## src/core/tpw_pkg.sv

```systemverilog
// package for the 16-bit timer pwm block
package tpw_pkg;
	// register byte offsets
	localparam logic [7:0] OFS_CTRL   = 8'h00;
	localparam logic [7:0] OFS_CNT    = 8'h04;
	localparam logic [7:0] OFS_CMPA   = 8'h08;
	localparam logic [7:0] OFS_CMPB   = 8'h0C;
	localparam logic [7:0] OFS_CAPTOP = 8'h10;
	localparam logic [7:0] OFS_FLAGS  = 8'h14;
	// ctrl field positions
	localparam int CTRL_WGM_LSB  = 0;
	localparam int CTRL_COMA_LSB = 4;
	localparam int CTRL_COMB_LSB = 6;
	localparam int CTRL_CS_LSB   = 8;
	localparam int CTRL_DIRA     = 11;
	localparam int CTRL_DIRB     = 12;
	// flag bit positions
	localparam int FLG_OVF  = 0;
	localparam int FLG_CMPA = 1;
	localparam int FLG_CMPB = 2;
	localparam int FLG_CAP  = 3;
	// fixed top values
	localparam logic [15:0] TOP_8BIT  = 16'h00FF;
	localparam logic [15:0] TOP_9BIT  = 16'h01FF;
	localparam logic [15:0] TOP_10BIT = 16'h03FF;
	localparam logic [15:0] BOTTOM    = 16'h0000;
	// prescaler division counts
	localparam logic [9:0] DIV_8    = 10'h007;
	localparam logic [9:0] DIV_64   = 10'h03F;
	localparam logic [9:0] DIV_256  = 10'h0FF;
	localparam logic [9:0] DIV_1024 = 10'h3FF;
	// reset values
	localparam logic [12:0] CTRL_RST = 13'h0000;
	localparam logic [15:0] VAL_RST  = 16'h0000;
	// axi response codes
	localparam logic [1:0] RESP_OKAY   = 2'h0;
	localparam logic [1:0] RESP_SLVERR = 2'h2;
	// compare output modes
	localparam logic [1:0] COM_OFF  = 2'h0;
	localparam logic [1:0] COM_TOG  = 2'h1;
	localparam logic [1:0] COM_NINV = 2'h2;

	typedef struct packed {
		logic       dir_b;
		logic       dir_a;
		logic [2:0] clk_sel;
		logic [1:0] com_b;
		logic [1:0] com_a;
		logic [3:0] wgm;
	} tpw_ctrl_t;

	typedef struct packed {
		logic [7:0]  awaddr;
		logic        awvalid;
		logic [31:0] wdata;
		logic [3:0]  wstrb;
		logic        wvalid;
		logic        bready;
		logic [7:0]  araddr;
		logic        arvalid;
		logic        rready;
	} tpw_axi_req_t;

	typedef struct packed {
		logic        awready;
		logic        wready;
		logic [1:0]  bresp;
		logic        bvalid;
		logic        arready;
		logic [31:0] rdata;
		logic [1:0]  rresp;
		logic        rvalid;
	} tpw_axi_rsp_t;
endpackage

```

## src/core/tpw_top.sv

```systemverilog
// timer pwm top: fast and phase correct pwm, axi4-lite registers
//
// Behaviour
// - fast pwm modes 5,6,7,14,15 count up bottom to top then restart.
// - fast pwm top is 0xFF/0x1FF/0x3FF, capture top, or compare a; clear after top.
// - fast pwm mode 2 sets on match, clears at wrap; mode 3 inverted.
// - fast pwm overflow flag at top; compare a or capture flag with it.
// - fixed top masks compare bits above resolution on write.
// - capture top unbuffered; written below count, counter runs to 0xFFFF and wraps.
// - fast pwm compare a buffered, loaded at top with clear and overflow.
// - compare flag set on a tick in a pwm mode when count equals compare value.
// - compare 0 gives one-cycle spike each period; compare equal top gives constant level.
// - fast pwm mode 15 compare a mode 1 toggles output on each match.
// - phase correct modes 1,2,3,10,11 count up to top then down to bottom.
// - phase correct top fixed, capture top or compare a; top held one cycle.
// - phase correct mode 2 clears on up match, sets on down match; 3 inverts.
// - phase correct overflow flag at bottom.
// - phase correct buffers load at top; compare a or capture flag then.
// - phase correct compare bottom holds low, top holds high; inverted opposite.
// - compare output reaches pin only when its direction bit is output.
// - timer tick is clock divided by 1, 8, 64, 256 or 1024.
// - compare mode zero leaves output register alone; pin reverts to port.
// - output register resets to zero.
// - fully synchronous; prescaled tick is single-cycle enable.
`timescale 1ns/1ps
module tpw_top
(
	// clock and control
	input  wire logic                  CLK,
	input  wire logic                  SRST,
	input  wire logic                  CE,
	// register bus
	input  wire tpw_pkg::tpw_axi_req_t AXI_REQ,
	output tpw_pkg::tpw_axi_rsp_t      AXI_RSP,
	// pins
	output logic                       CMP_OUT_A,
	output logic                       CMP_OUT_B,
	output logic                       PIN_OE_A,
	output logic                       PIN_OE_B,
	output logic                       OVERRIDE_A,
	output logic                       OVERRIDE_B
);
	import tpw_pkg::*;

	tpw_ctrl_t   ctrl_q;
	logic [15:0] cnt_q;
	logic        down_q;
	logic [15:0] cmpa_q;
	logic [15:0] cmpb_q;
	logic [15:0] bufa_q;
	logic [15:0] bufb_q;
	logic [15:0] captop_q;
	logic [3:0]  flags_q;
	logic        oca_q;
	logic        ocb_q;
	logic [9:0]  pre_q;
	logic        tick;
	logic        fast;
	logic        phase;
	logic        pwm;
	logic [15:0] top;
	logic [15:0] mask;
	logic        at_top;
	logic        at_bot;
	logic        load_top;
	logic        mat_a;
	logic        mat_b;
	logic        pc_dn;
	logic        aw_q;
	logic        w_q;
	logic [7:0]  awaddr_q;
	logic [31:0] wdata_q;
	logic        wr_go;
	logic        wr_ok;
	logic [15:0] wval;
	logic [3:0]  flg_clr;
	logic [3:0]  flg_set;

	// mode decode
	always_comb begin
		fast = 1'b0;
		phase = 1'b0;
		top = 16'hFFFF;
		mask = 16'hFFFF;
		unique case (ctrl_q.wgm)
			4'd5: begin fast = 1'b1; top = TOP_8BIT; mask = TOP_8BIT; end
			4'd6: begin fast = 1'b1; top = TOP_9BIT; mask = TOP_9BIT; end
			4'd7: begin fast = 1'b1; top = TOP_10BIT; mask = TOP_10BIT; end
			4'd14: begin fast = 1'b1; top = captop_q; end
			4'd15: begin fast = 1'b1; top = cmpa_q; end
			4'd1: begin phase = 1'b1; top = TOP_8BIT; mask = TOP_8BIT; end
			4'd2: begin phase = 1'b1; top = TOP_9BIT; mask = TOP_9BIT; end
			4'd3: begin phase = 1'b1; top = TOP_10BIT; mask = TOP_10BIT; end
			4'd10: begin phase = 1'b1; top = captop_q; end
			4'd11: begin phase = 1'b1; top = cmpa_q; end
			default: begin fast = 1'b0; end
		endcase
	end
	assign pwm = fast | phase;
	assign at_top = (cnt_q == top);
	assign at_bot = (cnt_q == BOTTOM);
	assign load_top = tick & pwm & at_top;
	assign mat_a = (cnt_q == cmpa_q);
	assign mat_b = (cnt_q == cmpb_q);
	// top match counts as falling slope, bottom match as rising slope
	assign pc_dn = (down_q | at_top) & ~at_bot;

	// prescaler tick
	always_ff @(posedge CLK) begin
		if (SRST) begin
			pre_q <= 10'h000;
		end else if (CE) begin
			pre_q <= pre_q + 10'h001;
		end
	end
	always_comb begin
		unique case (ctrl_q.clk_sel)
			3'd1: tick = 1'b1;
			3'd2: tick = (pre_q[2:0] == DIV_8[2:0]);
			3'd3: tick = (pre_q[5:0] == DIV_64[5:0]);
			3'd4: tick = (pre_q[7:0] == DIV_256[7:0]);
			3'd5: tick = (pre_q == DIV_1024);
			default: tick = 1'b0;
		endcase
	end

	// counter
	always_ff @(posedge CLK) begin
		if (SRST) begin
			cnt_q <= VAL_RST;
			down_q <= 1'b0;
		end else if (CE && tick) begin
			if (fast) begin
				down_q <= 1'b0;
				cnt_q <= at_top ? BOTTOM : cnt_q + 16'h0001;
			end else if (phase) begin
				if (at_top) begin
					down_q <= 1'b1;
					cnt_q <= cnt_q - 16'h0001;
				end else if (down_q && at_bot) begin
					down_q <= 1'b0;
					cnt_q <= cnt_q + 16'h0001;
				end else begin
					cnt_q <= down_q ? cnt_q - 16'h0001 : cnt_q + 16'h0001;
				end
			end else begin
				down_q <= 1'b0;
				cnt_q <= cnt_q + 16'h0001;
			end
		end
	end

	// bus write capture
	assign wr_go = aw_q & w_q & ~AXI_RSP.bvalid;
	assign wval = wdata_q[15:0];
	assign wr_ok = (awaddr_q <= OFS_FLAGS) && (awaddr_q[1:0] == 2'b00);
	always_ff @(posedge CLK) begin
		if (SRST) begin
			aw_q <= 1'b0;
			w_q <= 1'b0;
			awaddr_q <= 8'h00;
			wdata_q <= 32'h0000_0000;
			AXI_RSP.awready <= 1'b0;
			AXI_RSP.wready <= 1'b0;
			AXI_RSP.bvalid <= 1'b0;
			AXI_RSP.bresp <= RESP_OKAY;
		end else if (CE) begin
			AXI_RSP.awready <= ~aw_q & ~AXI_RSP.awready & AXI_REQ.awvalid;
			AXI_RSP.wready <= ~w_q & ~AXI_RSP.wready & AXI_REQ.wvalid;
			if (AXI_RSP.awready && AXI_REQ.awvalid) begin
				aw_q <= 1'b1;
				awaddr_q <= AXI_REQ.awaddr;
			end
			if (AXI_RSP.wready && AXI_REQ.wvalid) begin
				w_q <= 1'b1;
				wdata_q <= AXI_REQ.wdata;
			end
			if (wr_go) begin
				aw_q <= 1'b0;
				w_q <= 1'b0;
				AXI_RSP.bvalid <= 1'b1;
				AXI_RSP.bresp <= wr_ok ? RESP_OKAY : RESP_SLVERR;
			end else if (AXI_RSP.bvalid && AXI_REQ.bready) begin
				AXI_RSP.bvalid <= 1'b0;
			end
		end
	end

	// control and capture top registers
	always_ff @(posedge CLK) begin
		if (SRST) begin
			ctrl_q <= CTRL_RST;
			captop_q <= VAL_RST;
		end else if (CE && wr_go) begin
			if (awaddr_q == OFS_CTRL) begin
				ctrl_q <= wdata_q[12:0];
			end
			if (awaddr_q == OFS_CAPTOP) begin
				captop_q <= wval;
			end
		end
	end

	// compare buffers and active values
	always_ff @(posedge CLK) begin
		if (SRST) begin
			bufa_q <= VAL_RST;
			bufb_q <= VAL_RST;
			cmpa_q <= VAL_RST;
			cmpb_q <= VAL_RST;
		end else if (CE) begin
			if (wr_go && awaddr_q == OFS_CMPA) begin
				bufa_q <= wval & mask;
			end
			if (wr_go && awaddr_q == OFS_CMPB) begin
				bufb_q <= wval & mask;
			end
			if (!pwm) begin
				cmpa_q <= bufa_q;
				cmpb_q <= bufb_q;
			end else if (load_top) begin
				cmpa_q <= bufa_q;
				cmpb_q <= bufb_q;
			end
		end
	end

	// flags: hardware set wins over software clear
	assign flg_clr = (wr_go && awaddr_q == OFS_FLAGS) ? wdata_q[3:0] : 4'h0;
	always_comb begin
		flg_set = 4'h0;
		if (tick && pwm) begin
			flg_set[FLG_OVF] = fast ? at_top : (at_bot && down_q);
			flg_set[FLG_CMPA] = mat_a;
			flg_set[FLG_CMPB] = mat_b;
			flg_set[FLG_CAP] = at_top && (ctrl_q.wgm == 4'd14 || ctrl_q.wgm == 4'd10);
		end
	end
	always_ff @(posedge CLK) begin
		if (SRST) begin
			flags_q <= 4'h0;
		end else if (CE) begin
			flags_q <= (flags_q & ~flg_clr) | flg_set;
		end
	end

	// compare output registers
	function automatic logic oc_next(input logic cur, input logic [1:0] com,
		input logic match, input logic wrap, input logic dn, input logic is_fast,
		input logic tog_ok);
		logic nx;
		nx = cur;
		if (com[1]) begin
			if (is_fast) begin
				if (wrap) nx = com[0];
				if (match) nx = com[0] ? 1'b0 : 1'b1;
			end else if (match) begin
				nx = dn ^ com[0];
			end
		end else if (com == COM_TOG && tog_ok && match) begin
			nx = ~cur;
		end
		return nx;
	endfunction

	always_ff @(posedge CLK) begin
		if (SRST) begin
			oca_q <= 1'b0;
			ocb_q <= 1'b0;
		end else if (CE && tick && pwm) begin
			oca_q <= oc_next(oca_q, ctrl_q.com_a, mat_a, at_top, pc_dn, fast,
				ctrl_q.wgm == 4'd15);
			ocb_q <= oc_next(ocb_q, ctrl_q.com_b, mat_b, at_top, pc_dn, fast, 1'b0);
		end
	end

	// pin drive
	always_ff @(posedge CLK) begin
		if (SRST) begin
			CMP_OUT_A <= 1'b0;
			CMP_OUT_B <= 1'b0;
			PIN_OE_A <= 1'b0;
			PIN_OE_B <= 1'b0;
			OVERRIDE_A <= 1'b0;
			OVERRIDE_B <= 1'b0;
		end else if (CE) begin
			CMP_OUT_A <= oca_q;
			CMP_OUT_B <= ocb_q;
			PIN_OE_A <= ctrl_q.dir_a;
			PIN_OE_B <= ctrl_q.dir_b;
			OVERRIDE_A <= ctrl_q.com_a != COM_OFF;
			OVERRIDE_B <= ctrl_q.com_b != COM_OFF;
		end
	end

	// bus read
	always_ff @(posedge CLK) begin
		if (SRST) begin
			AXI_RSP.arready <= 1'b0;
			AXI_RSP.rvalid <= 1'b0;
			AXI_RSP.rdata <= 32'h0000_0000;
			AXI_RSP.rresp <= RESP_OKAY;
		end else if (CE) begin
			AXI_RSP.arready <= ~AXI_RSP.arready & ~AXI_RSP.rvalid & AXI_REQ.arvalid;
			if (AXI_RSP.arready && AXI_REQ.arvalid) begin
				AXI_RSP.rvalid <= 1'b1;
				AXI_RSP.rresp <= RESP_OKAY;
				unique case (AXI_REQ.araddr)
					OFS_CTRL: AXI_RSP.rdata <= {19'h0_0000, ctrl_q};
					OFS_CNT: AXI_RSP.rdata <= {16'h0000, cnt_q};
					OFS_CMPA: AXI_RSP.rdata <= {16'h0000, bufa_q};
					OFS_CMPB: AXI_RSP.rdata <= {16'h0000, bufb_q};
					OFS_CAPTOP: AXI_RSP.rdata <= {16'h0000, captop_q};
					OFS_FLAGS: AXI_RSP.rdata <= {28'h000_0000, flags_q};
					default: begin
						AXI_RSP.rdata <= 32'h0000_0000;
						AXI_RSP.rresp <= RESP_SLVERR;
					end
				endcase
			end else if (AXI_RSP.rvalid && AXI_REQ.rready) begin
				AXI_RSP.rvalid <= 1'b0;
			end
		end
	end

	// checks
	property p_fast_wrap;
		@(posedge CLK) disable iff (SRST) CE && tick && fast && at_top |=> cnt_q == BOTTOM;
	endproperty
	a_fast_wrap: assert property (p_fast_wrap) else $error("fast pwm did not wrap");
	property p_fast_ovf;
		@(posedge CLK) disable iff (SRST) CE && tick && fast && at_top |=> flags_q[FLG_OVF];
	endproperty
	a_fast_ovf: assert property (p_fast_ovf) else $error("overflow flag missing");
	property p_pc_ovf;
		@(posedge CLK) disable iff (SRST)
			CE && tick && phase && at_bot && down_q |=> flags_q[FLG_OVF];
	endproperty
	a_pc_ovf: assert property (p_pc_ovf) else $error("bottom overflow missing");
	property p_turn;
		@(posedge CLK) disable iff (SRST)
			CE && tick && phase && at_top && !at_bot |=> down_q && cnt_q == $past(cnt_q) - 16'h0001;
	endproperty
	a_turn: assert property (p_turn) else $error("phase turn wrong");
	property p_load;
		@(posedge CLK) disable iff (SRST) CE && load_top |=> cmpa_q == $past(bufa_q);
	endproperty
	a_load: assert property (p_load) else $error("buffer not loaded");
	property p_cmpf;
		@(posedge CLK) disable iff (SRST) CE && tick && pwm && mat_b |=> flags_q[FLG_CMPB];
	endproperty
	a_cmpf: assert property (p_cmpf) else $error("compare flag missing");
	property p_hold_off;
		@(posedge CLK) disable iff (SRST) CE && ctrl_q.com_a == COM_OFF |=> $stable(oca_q);
	endproperty
	a_hold_off: assert property (p_hold_off) else $error("output moved in mode 0");
	property p_oe;
		@(posedge CLK) disable iff (SRST) CE |=> PIN_OE_A == $past(ctrl_q.dir_a);
	endproperty
	a_oe: assert property (p_oe) else $error("direction not followed");

	c_fast: cover property (@(posedge CLK) disable iff (SRST) tick && fast && at_top);
	c_pc: cover property (@(posedge CLK) disable iff (SRST) tick && phase && at_bot && down_q);
	c_tog: cover property (@(posedge CLK) disable iff (SRST) oca_q && ctrl_q.com_a == COM_TOG);
endmodule

```

## config.mk

```make
export PLATFORM = sky130hd
export DESIGN_NAME = tpw_top
export DESIGN_NICKNAME = d
export VERILOG_FILES = /design/src/core/tpw_pkg.sv /design/src/core/tpw_top.sv
export SDC_FILE = /design/constraint.sdc
export NUM_CORES = 1
export LEC_CHECK = 0
export ABC_CLOCK_PERIOD_IN_PS = 6200
export BUFFER_PORTS_ARGS = -buffer_cell sky130_fd_sc_hd__buf_2
export CAP_MARGIN = 10
export CORE_MARGIN = 2
export CORE_UTILIZATION = 62
export CTS_CLUSTER_SIZE = 16
export DETAILED_ROUTE_END_ITERATION = 12
export GPL_TIMING_DRIVEN = 0
export HOLD_SLACK_MARGIN = 0.15
export PLACE_DENSITY = 0.9
export SYNTH_ARGS = -nofsm -noshare
export SYNTH_HDL_FRONTEND = slang
export SYNTH_SLANG_ARGS = --single-unit
```

## constraint.sdc

```tcl
create_clock -name CLK -period 6.2 [get_ports CLK]
set_clock_uncertainty 0.05 [all_clocks]
set_input_delay 1.24 -clock CLK [delete_from_list [all_inputs] [get_ports CLK]]
set_output_delay 1.24 -clock CLK [all_outputs]
set_load 0.01 [all_outputs]
```

==> qor.yml <==
floorplan:
  boundaryPins: 107
  row_count: 44
  fp.dieArea_um2: 16000
  design.core.area_um2: 14600
  die_h_um: 127
  start_util: 0.638
  chipWidth_um: 127
logic_synthesis:
  synth_most_common_cell: "dfxtp_1"
  avgSynthCellArea_um2: 8.09
  syn_area_um2: 9310
  synth_top_cell_by_area: "dfxtp_1"
  async_reset_ff_frac: 0
  synth-seq-cells: 181
  synth_cell_types: 74
  ys_seq_area_frac: 0.389
  syn_inst: 1151
  synth_common_cells: "dfxtp_1 (181), nand2_1 (169), nor2_1 (138)"
  synthFlopType: "dfxtp_1"
  synth_top_area_frac: 0.389
  synthTopCellsByArea: "dfxtp_1 (39%), mux2i_1 (8.8%), nand2_1 (6.8%)"
  synth_warnings: 0
  synth_edf_count: 0
final_layout:
  finalNetCount: 1318
  diodes: 0
  syn_to_final_growth_pct: 13.5
  fill_cells: 1100
  regArea_um2: 3620
  drive_above_1_share: 0.118
  multi_input_area_um2: 5230
placed_design:
  gp_congestion: 1.02
  io_buffers: 66
  dp_hpwl_um: 22600
worst_setup_path:
  cp_data_arrival_time_ns: 4.56
  r2r_end: "cmpa_q[2]"
  crit_path_end_kind: "register"
  crit_type: "in2reg"
  crit_start: "CE"
  critPathCapture: "cmpa_q[2]"
  worst-path-max-fanout: 10
  r2r_cells: 12
  r2r-start: "ctrl_q[3]"
  r2r_slack_ns: 2.42
  cp_data_required_time_ns: 6.45
  startpoint_type: "input pin"
drt:
  totalWireLength_um: 31000
  vias: 9403
  vias_per_cell: 6.48
  first_iter_violations: 1233
  drc: 0
  antenna_left: 0
  wl_per_cell_um: 21.4
  drt-pass1-iter-count: 6
sta:
  period_share: 0.694
  slew_violations: 0
  hold_violations: 0
  finalSetupViolations: 0
  worstMarginPinSlew_ns: 1.35
  max_freq_mhz: 232
  rsz0062_at_grt: "false"
  relSlewSlack: 0.0906
  final.setup.tns_ns: 0
  finalCriticalPeriod_ns: 4.30
global_routing:
  grt_max_degree: 20
  grt_pass1_wl_um: 47600
  antenna_found_initial: 0
  grt_pass1_vias: 8933
  track_usage: 0.382
  grt_overflow: 0
power_and_ir_drop:
  finalPower_mw: 2.49
  leakage_nw: 4.33
  irDropWorstVdd_mv: 0.210
  p_per_area_nw_per_um2: 235
clock_network:
  cts.htree.levels: 4
  root_buffer: "clkbuf_16"
  cts_buffer_depth: 2
  cts-buffers-inserted: 17
  post-cts-setup-buffers: 0
  clk_pin_slew_worst_paths_ns: 0.07
  clock_latency_ns: 0.45
  cts_hold_buffers: 0
  cts_resized: 0
  cts_tree: "yes"
  clock-sinks: 181
worst_hold_path:
  hold_class: "reg2reg"
job:
  cap_violations: 0
run_status:
  status: "finished clean"
## metrics by stage
step	instances	worst slack (ns)	area (µm²)	util	hold WS, ns
5_1_grt	1451	1.85	10600	0.724	0.439
3_5_place_dp	1419	1.78	9950	0.682	0.395
2_1_floorplan	1168	2.87	9370	-	0.381
6_report	1451	1.90	10600	0.724	0.406
4_1_cts	1451	2.12	10600	0.724	0.405
3_3_place_gp	1418	1.84	9930	0.681	0.389
## kinds of logic after synthesis
group,after synthesis,synth area share
xor gates and xnor gates,63,0.0593
other,1,0.000403
adders and majority gates,4,0.00538
AOI/OAI and AO/OA,250,0.174
and+or+nand+nor,454,0.222
buffers and inverters,112,0.0563
muxes,86,0.0937
DFF,181,0.389
## area by class of cell
class,count,share of cell area
multi-input combinational,875,0.495
inverter,12,0.00426
buffer,100,0.0454
clock inverter,15,0.0179
clock buffer,17,0.0403
tap,184,0.0218
sequential,181,0.343
timing repair buffer,67,0.0323
## report_power, final
part,total [mW],switching [mW],internal [mW]
Clock,1.13,0.548,0.580
Sequential,1.18,0.0114,1.17
Combinational,0.174,0.114,0.0607
Total,2.49,0.673,1.81
## layer usage
metal,vias up,global-route usage,share of wire
met4,0,0.268,0.070
met2,625,0.598,0.45
met1,4374,0.462,0.38
li1,4233,-,-
met3,171,0.0898,0.10
met5,-,0,0
## layout by cell type, fill, tap and decap left out, types with 6 or more instances in the layout
cell	count
a222oi_1	9
buf_1	10
nor4_1	15
conb_1	18
a211oi_1	6
dfxtp_1	181
inv_1	12
a22o_1	13
and3_1	13
o22ai_1	7
xor2_1	47
buf_4	19
nand4_1	8
nor2_1	138
a21boi_0	15
a31oi_1	10
a21oi_1	108
a22oi_1	10
xnor2_1	16
clkbuf_16	17
mux2i_1	82
o21ai_0	30
nor3_1	27
clkbuf_1	60
nand2_1	169
buf_2	74
or3_1	10
nand3_1	37
## worst max-delay path: stages
cell and delay (ns):
clkbuf_1 0.54, nand4_1 0.41, nor3_1 0.31, a21oi_1 0.10
a211oi_1 0.92, a22oi_1 0.39, buf_2 0.37, mux2i_1 0.22
nor2_1 0.05
## sequential cells by signal, summed over array words and instances, names as in the netlist, 4 cells and up
register and count:
AXI_RSP 23, awaddr_q 8, bufa_q 16, bufb_q 16
captop_q 16, cmpa_q 16, cmpb_q 16, cnt_q 16
ctrl_q 13, flags_q 4, pre_q 10, wdata_q 16
## worst min-delay path by stage
| stage | end | start | depth (start not counted) | slack, ns |
|---|---|---|---|---|
| finish | awaddr_q[5] | awaddr_q[5] | 2 | 0.41 |
| CTS | awaddr_q[5] | awaddr_q[5] | 2 | 0.41 |
| global placement | awaddr_q[5] | awaddr_q[5] | 2 | 0.39 |
| global route | awaddr_q[5] | awaddr_q[5] | 2 | 0.44 |
| detailed placement | awaddr_q[5] | awaddr_q[5] | 2 | 0.40 |
| floorplan | awaddr_q[6] | awaddr_q[6] | 2 | 0.38 |
Power figures use the tool's default switching activity.
